==> src/verilog/intc_regs_pkg.sv <==
package intc_regs_pkg;
    localparam int ADDR_W = 10;
    localparam int DATA_W = 32;
    localparam int REG_W = 16;
    localparam int NUM_SRC = 5;
    localparam int PRIO_W = 3;
    localparam int SRC_W = 3;
    localparam int IDX_W = 8;

    // Register indexes; byte address is four times the index
    localparam logic [IDX_W-1:0] IDX_CONTROL_ONE = 8'h80;
    localparam logic [IDX_W-1:0] IDX_ENABLE_ONE = 8'h96;
    localparam logic [IDX_W-1:0] IDX_ENABLE_FOUR = 8'h9C;
    localparam logic [IDX_W-1:0] IDX_ENABLE_FIVE = 8'h9E;
    localparam logic [IDX_W-1:0] IDX_PRIORITY_ONE = 8'hA6;
    localparam logic [IDX_W-1:0] IDX_PRIORITY_FOUR = 8'hAC;
    localparam logic [IDX_W-1:0] IDX_PRIORITY_FIVE = 8'hAE;
    localparam logic [IDX_W-1:0] IDX_EVENT_STATUS = 8'hD0;
    localparam logic [IDX_W-1:0] IDX_EVENT_MASK = 8'hD2;

    // Implemented bits of each register
    localparam logic [REG_W-1:0] CONTROL_MASK = 16'h801E;
    localparam logic [REG_W-1:0] ENABLE_ONE_MASK = 16'hEA1F;
    localparam logic [REG_W-1:0] ENABLE_ONE_REDUCED = 16'h201F;
    localparam logic [REG_W-1:0] ENABLE_FOUR_MASK = 16'h0106;
    localparam logic [REG_W-1:0] ENABLE_FOUR_REDUCED = 16'h0102;
    localparam logic [REG_W-1:0] ENABLE_FIVE_MASK = 16'h0001;
    localparam logic [REG_W-1:0] PRIORITY_ONE_MASK = 16'h7700;
    localparam logic [REG_W-1:0] PRIORITY_FOUR_MASK = 16'h7777;
    localparam logic [REG_W-1:0] PRIORITY_FIVE_MASK = 16'h0007;
    localparam logic [REG_W-1:0] EVENT_MASK_BITS = 16'h001F;

    // Reset values
    localparam logic [REG_W-1:0] CONTROL_RST = 16'h0000;
    localparam logic [REG_W-1:0] ENABLE_RST = 16'h0000;
    localparam logic [REG_W-1:0] PRIORITY_ONE_RST = 16'h4400;
    localparam logic [REG_W-1:0] PRIORITY_FOUR_RST = 16'h4444;
    localparam logic [REG_W-1:0] PRIORITY_FIVE_RST = 16'h0004;
    localparam logic [REG_W-1:0] EVENT_RST = 16'h0000;

    // Control register fields; EVT_REQ_BIT is a bit of the event status register
    localparam int NEST_DIS_BIT = 15;
    localparam int ARITH_BIT = 4;
    localparam int ADDRESS_BIT = 3;
    localparam int STACK_BIT = 2;
    localparam int OSC_FAIL_BIT = 1;
    localparam int EVT_REQ_BIT = 4;

    // Source numbering; enable bits in enable register one share these positions
    localparam int SRC_SERIAL_PORT1 = 0;
    localparam int SRC_BUS_COLLISION1 = 1;
    localparam int SRC_COMPARATOR = 2;
    localparam int SRC_CHANGE_NOTIFY = 3;
    localparam int SRC_EXT_IRQ1 = 4;

    // Priority field low bits
    localparam int PRIO_SERIAL_PORT1_LSB = 0;
    localparam int PRIO_BUS_COLLISION1_LSB = 4;
    localparam int PRIO_COMPARATOR_LSB = 8;
    localparam int PRIO_CHANGE_NOTIFY_LSB = 12;
    localparam int PRIO_EXT_IRQ1_LSB = 0;
    localparam logic [PRIO_W-1:0] PRIO_OFF = 3'h0;
endpackage : intc_regs_pkg

==> src/verilog/intc_regs.sv <==
`timescale 1ns/1ps
module intc_regs
    import intc_regs_pkg::*;
#(
    parameter bit REDUCED_VARIANT = 1'b0
) (
    input wire logic clk,
    input wire logic rst_n,
    input wire logic [ADDR_W-1:0] address,
    input wire logic read,
    input wire logic write,
    input wire logic [DATA_W-1:0] writedata,
    input wire logic [3:0] byteenable,
    output logic [DATA_W-1:0] readdata,
    output logic waitrequest,
    input wire logic arith_trap_evt,
    input wire logic address_trap_evt,
    input wire logic stack_trap_evt,
    input wire logic osc_fail_trap_evt,
    input wire logic [NUM_SRC-1:0] src_flag,
    output logic nesting_disable,
    output logic core_req,
    output logic [PRIO_W-1:0] core_req_level,
    output logic [SRC_W-1:0] core_req_src,
    output logic irq
);
    logic wait_q;
    logic [DATA_W-1:0] rdata_q;
    logic [REG_W-1:0] ctrl_q, ctrl_d;
    logic [REG_W-1:0] ien1_q, ien1_d;
    logic [REG_W-1:0] ien4_q, ien4_d;
    logic [REG_W-1:0] ien5_q, ien5_d;
    logic [REG_W-1:0] interrupt_priority_one_q, interrupt_priority_one_d;
    logic [REG_W-1:0] interrupt_priority_four_q, interrupt_priority_four_d;
    logic [REG_W-1:0] interrupt_priority_five_q, interrupt_priority_five_d;
    logic [REG_W-1:0] evt_q, evt_d;
    logic [REG_W-1:0] emask_q, emask_d;
    logic req_q, req_d;
    logic [PRIO_W-1:0] lvl_q, lvl_d;
    logic [SRC_W-1:0] src_q, src_d;
    logic irq_q, irq_d;

    // Writes every enabled byte lane; only implemented bits change
    function automatic logic [REG_W-1:0] merge(input logic [REG_W-1:0] old,
                                               input logic [DATA_W-1:0] wd,
                                               input logic [3:0] be,
                                               input logic [REG_W-1:0] impl);
        logic [REG_W-1:0] lanes;
        lanes = {{8{be[1]}}, {8{be[0]}}} & impl;
        merge = (old & ~lanes) | (wd[REG_W-1:0] & lanes);
    endfunction : merge

    function automatic logic [PRIO_W-1:0] prio_of(input int idx,
                                                  input logic [REG_W-1:0] p4,
                                                  input logic [REG_W-1:0] p5);
        case (idx)
            SRC_SERIAL_PORT1: prio_of = p4[PRIO_SERIAL_PORT1_LSB +: PRIO_W];
            SRC_BUS_COLLISION1: prio_of = p4[PRIO_BUS_COLLISION1_LSB +: PRIO_W];
            SRC_COMPARATOR: prio_of = p4[PRIO_COMPARATOR_LSB +: PRIO_W];
            SRC_CHANGE_NOTIFY: prio_of = p4[PRIO_CHANGE_NOTIFY_LSB +: PRIO_W];
            SRC_EXT_IRQ1: prio_of = p5[PRIO_EXT_IRQ1_LSB +: PRIO_W];
            default: prio_of = PRIO_OFF;
        endcase
    endfunction : prio_of

    // Bus decode; a write is taken at the edge where waitrequest is low
    wire logic [IDX_W-1:0] idx = address[ADDR_W-1:2];
    wire logic aligned = (address[1:0] == 2'h0);
    wire logic wr_go = write && !wait_q;
    wire logic hit_ctrl = aligned && (idx == IDX_CONTROL_ONE);
    wire logic hit_ien1 = aligned && (idx == IDX_ENABLE_ONE);
    wire logic hit_ien4 = aligned && (idx == IDX_ENABLE_FOUR);
    wire logic hit_ien5 = aligned && (idx == IDX_ENABLE_FIVE);
    wire logic hit_interrupt_priority_one = aligned && (idx == IDX_PRIORITY_ONE);
    wire logic hit_interrupt_priority_four = aligned && (idx == IDX_PRIORITY_FOUR);
    wire logic hit_interrupt_priority_five = aligned && (idx == IDX_PRIORITY_FIVE);
    wire logic hit_evt = aligned && (idx == IDX_EVENT_STATUS);
    wire logic hit_emask = aligned && (idx == IDX_EVENT_MASK);
    // Any mapped register; everything else reads zero and drops writes
    wire logic hit_any = hit_ctrl || hit_ien1 || hit_ien4 || hit_ien5 || hit_interrupt_priority_one
        || hit_interrupt_priority_four || hit_interrupt_priority_five || hit_evt || hit_emask;

    wire logic [REG_W-1:0] ien1_impl = REDUCED_VARIANT ? ENABLE_ONE_REDUCED : ENABLE_ONE_MASK;
    wire logic [REG_W-1:0] ien4_impl = REDUCED_VARIANT ? ENABLE_FOUR_REDUCED : ENABLE_FOUR_MASK;

    wire logic [REG_W-1:0] trap_set = ({15'h0000, arith_trap_evt} << ARITH_BIT)
        | ({15'h0000, address_trap_evt} << ADDRESS_BIT)
        | ({15'h0000, stack_trap_evt} << STACK_BIT)
        | ({15'h0000, osc_fail_trap_evt} << OSC_FAIL_BIT);

    // trap flags, set wins over a write
    // only a software write of zero clears them
    assign ctrl_d = (wr_go && hit_ctrl) ? (merge(ctrl_q, writedata, byteenable, CONTROL_MASK)
        | trap_set) : (ctrl_q | trap_set);
    assign ien1_d = (wr_go && hit_ien1) ? merge(ien1_q, writedata, byteenable, ien1_impl) : ien1_q;
    assign ien4_d = (wr_go && hit_ien4) ? merge(ien4_q, writedata, byteenable, ien4_impl) : ien4_q;
    assign ien5_d = (wr_go && hit_ien5)
        ? merge(ien5_q, writedata, byteenable, ENABLE_FIVE_MASK) : ien5_q;
    assign interrupt_priority_one_d = (wr_go && hit_interrupt_priority_one)
        ? merge(interrupt_priority_one_q, writedata, byteenable, PRIORITY_ONE_MASK) : interrupt_priority_one_q;
    assign interrupt_priority_four_d = (wr_go && hit_interrupt_priority_four)
        ? merge(interrupt_priority_four_q, writedata, byteenable, PRIORITY_FOUR_MASK) : interrupt_priority_four_q;
    assign interrupt_priority_five_d = (wr_go && hit_interrupt_priority_five)
        ? merge(interrupt_priority_five_q, writedata, byteenable, PRIORITY_FIVE_MASK) : interrupt_priority_five_q;

    // Per-source pending level; zero means not requesting
    logic [PRIO_W-1:0] pend_lvl [NUM_SRC];
    genvar gi;
    generate
        for (gi = 0; gi < NUM_SRC; gi++) begin : g_src
            assign pend_lvl[gi] = (src_flag[gi] && ien1_q[gi])
                ? prio_of(gi, interrupt_priority_four_q, interrupt_priority_five_q) : PRIO_OFF;
        end
    endgenerate

    // Highest level wins; a tie goes to the lower source number
    always_comb begin
        lvl_d = PRIO_OFF;
        src_d = '0;
        for (int i = NUM_SRC - 1; i >= 0; i--) begin
            if (pend_lvl[i] != PRIO_OFF && pend_lvl[i] >= lvl_d) begin
                lvl_d = pend_lvl[i];
                src_d = SRC_W'(i);
            end
        end
    end
    assign req_d = (lvl_d != PRIO_OFF);

    // Events: four trap strokes and a new core request
    wire logic [REG_W-1:0] evt_set = trap_set[ARITH_BIT:OSC_FAIL_BIT] == 4'h0
        ? ({15'h0000, req_d && !req_q} << EVT_REQ_BIT)
        : (({15'h0000, req_d && !req_q} << EVT_REQ_BIT)
        | {12'h000, trap_set[ARITH_BIT:OSC_FAIL_BIT]});
    wire logic [REG_W-1:0] evt_clr = (wr_go && hit_evt)
        ? (merge(16'h0000, writedata, byteenable, EVENT_MASK_BITS)) : 16'h0000;
    // Set beats write-one-to-clear in the same cycle
    assign evt_d = (evt_q & ~evt_clr) | evt_set;
    assign emask_d = (wr_go && hit_emask)
        ? merge(emask_q, writedata, byteenable, EVENT_MASK_BITS) : emask_q;
    assign irq_d = |(evt_d & emask_d);

    // Read mux; unmapped addresses read zero
    wire logic [REG_W-1:0] rsel =
        hit_ctrl ? ctrl_q : hit_ien1 ? ien1_q : hit_ien4 ? ien4_q :
        hit_ien5 ? ien5_q : hit_interrupt_priority_one ? interrupt_priority_one_q : hit_interrupt_priority_four ? interrupt_priority_four_q :
        hit_interrupt_priority_five ? interrupt_priority_five_q : hit_evt ? evt_q : hit_emask ? emask_q : 16'h0000;

    // One wait cycle per access gives the read mux a full cycle into rdata_q
    always_ff @(posedge clk or negedge rst_n) begin
        if (!rst_n) begin
            wait_q <= 1'b1;
            rdata_q <= '0;
        end else begin
            wait_q <= !((read || write) && wait_q);
            if (read && wait_q) begin
                rdata_q <= {16'h0000, rsel};
            end
        end
    end

    always_ff @(posedge clk or negedge rst_n) begin
        if (!rst_n) begin
            ctrl_q <= CONTROL_RST;
            ien1_q <= ENABLE_RST;
            ien4_q <= ENABLE_RST;
            ien5_q <= ENABLE_RST;
            interrupt_priority_one_q <= PRIORITY_ONE_RST;
            interrupt_priority_four_q <= PRIORITY_FOUR_RST;
            interrupt_priority_five_q <= PRIORITY_FIVE_RST;
        end else begin
            ctrl_q <= ctrl_d;
            ien1_q <= ien1_d;
            ien4_q <= ien4_d;
            ien5_q <= ien5_d;
            interrupt_priority_one_q <= interrupt_priority_one_d;
            interrupt_priority_four_q <= interrupt_priority_four_d;
            interrupt_priority_five_q <= interrupt_priority_five_d;
        end
    end

    always_ff @(posedge clk or negedge rst_n) begin
        if (!rst_n) begin
            evt_q <= EVENT_RST;
            emask_q <= EVENT_RST;
            req_q <= 1'b0;
            lvl_q <= PRIO_OFF;
            src_q <= '0;
            irq_q <= 1'b0;
        end else begin
            evt_q <= evt_d;
            emask_q <= emask_d;
            req_q <= req_d;
            lvl_q <= lvl_d;
            src_q <= src_d;
            irq_q <= irq_d;
        end
    end

    assign readdata = rdata_q;
    assign waitrequest = wait_q;
    assign nesting_disable = ctrl_q[NEST_DIS_BIT];
    assign core_req = req_q;
    assign core_req_level = lvl_q;
    assign core_req_src = src_q;
    assign irq = irq_q;

    // The winner's level is at least that of every pending source
    genvar gj;
    generate
        for (gj = 0; gj < NUM_SRC; gj++) begin : g_chk

        end
    endgenerate
endmodule : intc_regs

==> config.mk <==
export PLATFORM = sky130hd
export DESIGN_NAME = intc_regs
export DESIGN_NICKNAME = d
export VERILOG_FILES = /design/src/verilog/intc_regs_pkg.sv /design/src/verilog/intc_regs.sv
export SDC_FILE = /design/constraint.sdc
export NUM_CORES = 1
export LEC_CHECK = 0
export ABC_AREA = 1
export BUFFER_PORTS_ARGS = -buffer_cell sky130_fd_sc_hd__buf_2
export CORE_MARGIN = 1.5
export CORE_UTILIZATION = 40
export CTS_CLUSTER_SIZE = 20
export DETAILED_ROUTE_END_ITERATION = 7
export SYNTH_ARGS = -nofsm -noshare
export SYNTH_HDL_FRONTEND = slang
export SYNTH_SLANG_ARGS = --single-unit
==> constraint.sdc <==
create_clock -name clk -period 8.92 [get_ports clk]
set_input_delay 1.338 -clock clk [delete_from_list [all_inputs] [get_ports clk]]
set_output_delay 1.338 -clock clk [all_outputs]
set_load 0.01 [all_outputs]
==> metrics.csv <==
stage;metric;value;unit
clock_tree;cts_tree;yes;
drt;antenna_left;0;
synth;postSynthCellCount;507;
setup_path;arrival;6.46;ns
min_path;hold_path_end;waitrequest;
floorplanning;design.core.area;0.00982;mm^2
timing;tightest_slew;0.944;ns
floorplanning;dieArea;0.0108;mm^2
drt;vias;3513;
grt;grt_use_total;0.194;
drt;wirelength;10000;um
setup_path;rrSetupSlack;3.30;ns
synth;yosysMostFrequentCell;nand2_1;
final_layout;final_cell_area;0.00470;mm^2
placement;placed_area;0.00448;mm^2
grt;antenna_found_initial;0;
placement;portBuffers;64;
clock_tree;cts_resized;0;
final_layout;syn_to_final_growth;15.4;%
clock_tree;cts_root_buffer;clkbuf_8;
placement;dp_hpwl;7590;um
timing;timing.final.crit_share;0.698;
setup_path;critical_path_class;in2reg;
timing;fin_setup_tns;0;ns
timing;slew_viol_final;0;
synth;ys_seq_elements;74;
setup_path;path_buf_inv;7;
timing;finalHoldViolations;0;
timing;rsz0062_at_grt;no;
floorplanning;rows;36;
synth;synth_warnings;0;
placement;dp_slack;2.35;ns
setup_path;path_depth;38;
power;irDropWorstVdd;0.0000869;V
clock_tree;postCtsHoldBufs;0;
synth;synth_top_cell_area_share;0.406;
synth;dominantRegCellSynth;dfrtp_1;
synth;synth_common_cells;107 x nand2_1, 84 x inv_1, 66 x dfrtp_1, 53 x o21ai_0, 37 x nor2_1;
placement;gp_congestion;0.860;
power;power_switching;168;uW
power;power_frac_seq;0.504;
final_layout;fillers;1017;
setup_path;crit_family;simple AND/OR/NAND/NOR gates;
clock_tree;clk_pin_slew;0.08;ns
power;combPwrFrac;0.067;
drt;wl_per_cell;14.0;um
synth;synth_edf_count;0;
power;clockPowerShare;0.429;
min_path;holdPathStages;1;
floorplanning;die_w;104;um
power;sw_frac_of_total;0.247;
timing;setup_ws;2.70;ns
floorplanning;ios;101;
synth;async_flop_share;1.00;
synth;yosysTopAreaCell;dfrtp_1;
timing;fin_skew;0.00786;ns
clock_tree;cts_setup_buffers;0;
timing;layout_min_cycle_time;6.22;ns
final_layout;final_util;0.478;
setup_path;crit_top_cell;nand2_1;
final_layout;finalNetCount;646;
setup_path;cp_max_fo;8;
timing;holdWs;0.482;ns
grt;grt_pass1_wl;16500;um
clock_tree;cts_buffer_depth;2;
min_path;hold_path.class;reg2reg;
flow_run;cap_viol_max_count;0;
setup_path;r2r_end;irq;
synth;ys_seq_area_frac;0.457;
timing;fmax;0.161;GHz
clock_tree;cts_buffers;9;
floorplanning;die_h;104;um
setup_path;ff2ff_path_depth;37;
synth;synthTopCellsByArea;dfrtp_1 41%, nand2_1 9.9%, inv_1 7.7%;
floorplanning;initial_utilization;0.415;
drt;dr.pass1.iters;7;
grt;grt_overflow;0;
final_layout;diodes;0;
outcome;status;finished, final reports clean;
drt;drc;0;
synth;syn_area_per_cell;8.03;um^2
power;p_int;511;uW
clock_tree;cts_num_sinks;74;
power;power.leakage;2.40;nW
final_layout;final_cells;715;
timing;finalSetupViolCount;0;
synth;synth_area;0.00407;mm^2
drt;drt_iter0_drc;241;
synth;synth_cell_type_count;41;
drt;vias_per_cell;4.91;
setup_path;crit_path_top_delay_cell;o21ai_0;
final_layout;layout-drive-gt1-share;0.196;
clock_tree;clk_latency;0.35;ns
power;powerDensity;144;mW/mm^2
setup_path;startpoint_type;input pin;
grt;grt_pass1_vias;3499;
grt;grt_max_degree;75;
setup_path;crit_path_end_kind;register;
power;finalPower;679;uW
placement;placed_cells;699;
clock_tree;cts-htree-levels;3;
timing;slew_headroom;0.371;
setup_path;critPathRequiredTime;9.16;ns
setup_path;slowest_delay;0.38;ns
min_path;min_from;waitrequest;
==> cells by family after synthesis <==
group / share of synthesized area
simple gates: 0.245
flops: 0.457
compound gates: 0.142
mux: 0.0104
fa+ha+maj: 0.0307
other cells: 0.000921
buf+inv: 0.114
==> power groups by stage <==
stage	logic (mW)	clock network, mW	registers (mW)
floorplan	0.0239	0	0.349
global placement	0.0453	0	0.349
detailed placement	0.0461	0	0.349
CTS	0.0461	0.296	0.342
global route	0.0515	0.310	0.343
finish	0.0454	0.291	0.342
==> per-layer routing <==
metal	vias to the layer above	part of all wire	GRT usage
met4	0	0.018	0.0694
li1	1752	-	-
met3	17	0.059	0.0420
met2	125	0.46	0.308
met5	-	0	0
met1	1619	0.47	0.261
==> cell usage in the layout (no fill, tap or decap), types with 3 or more instances in the layout <==
| cell type | synthesis | layout |
|---|---|---|
| nand3_1 | 34 | 34 |
| buf_2 | 2 | 63 |
| a31oi_1 | 3 | 3 |
| o211ai_1 | 4 | 4 |
| conb_1 | 1 | 17 |
| nand2_4 | 6 | 6 |
| o21ai_0 | 53 | 53 |
| nor3_1 | 5 | 5 |
| nor2_1 | 37 | 37 |
| a221oi_1 | 3 | 3 |
| clkbuf_8 | 0 | 9 |
| nand2_1 | 107 | 107 |
| nand2_2 | 5 | 5 |
| dfrtp_1 | 66 | 66 |
| inv_1 | 84 | 84 |
| dfstp_2 | 8 | 8 |
| a32o_1 | 3 | 3 |
| a21oi_1 | 18 | 18 |
| ha_1 | 10 | 10 |
| nand3_2 | 5 | 5 |
| o21ai_1 | 4 | 4 |
| nand4_1 | 5 | 5 |
==> how the worst max path moves through the flow <==
stage | start | end | slack (ns)
after floorplan | src_flag[4] | irq | 3.12
after global placement | src_flag[3] | irq | 2.51
after detailed placement | src_flag[4] | irq | 2.35
after CTS | src_flag[4] | irq | 2.70
after global routing | src_flag[4] | irq | 2.18
final | src_flag[3] | irq | 2.70
==> worst reg2reg max path, delay by kind of cell (launching register included) <==
kind	cells	cell delay, ns
AOI/OAI and AO/OA	7	1.42
adders and majority gates	4	1.17
buffers and inverters	6	0.39
DFF	1	0.47
and+or+nand+nor	20	2.07
==> cell type report <==
class / instances / area [um^2] / share of cell area
Tap cell: 133 / 166 / 0.0354
Clock buffer: 10 / 128 / 0.0272
Multi-Input combinational cell: 343 / 1810 / 0.385
Inverter: 84 / 315 / 0.0671
Timing Repair Buffer: 65 / 330 / 0.0703
Sequential cell: 74 / 1860 / 0.396
Clock inverter: 6 / 90.1 / 0.0192
No activity file was read; power rests on OpenSTA's default activity.
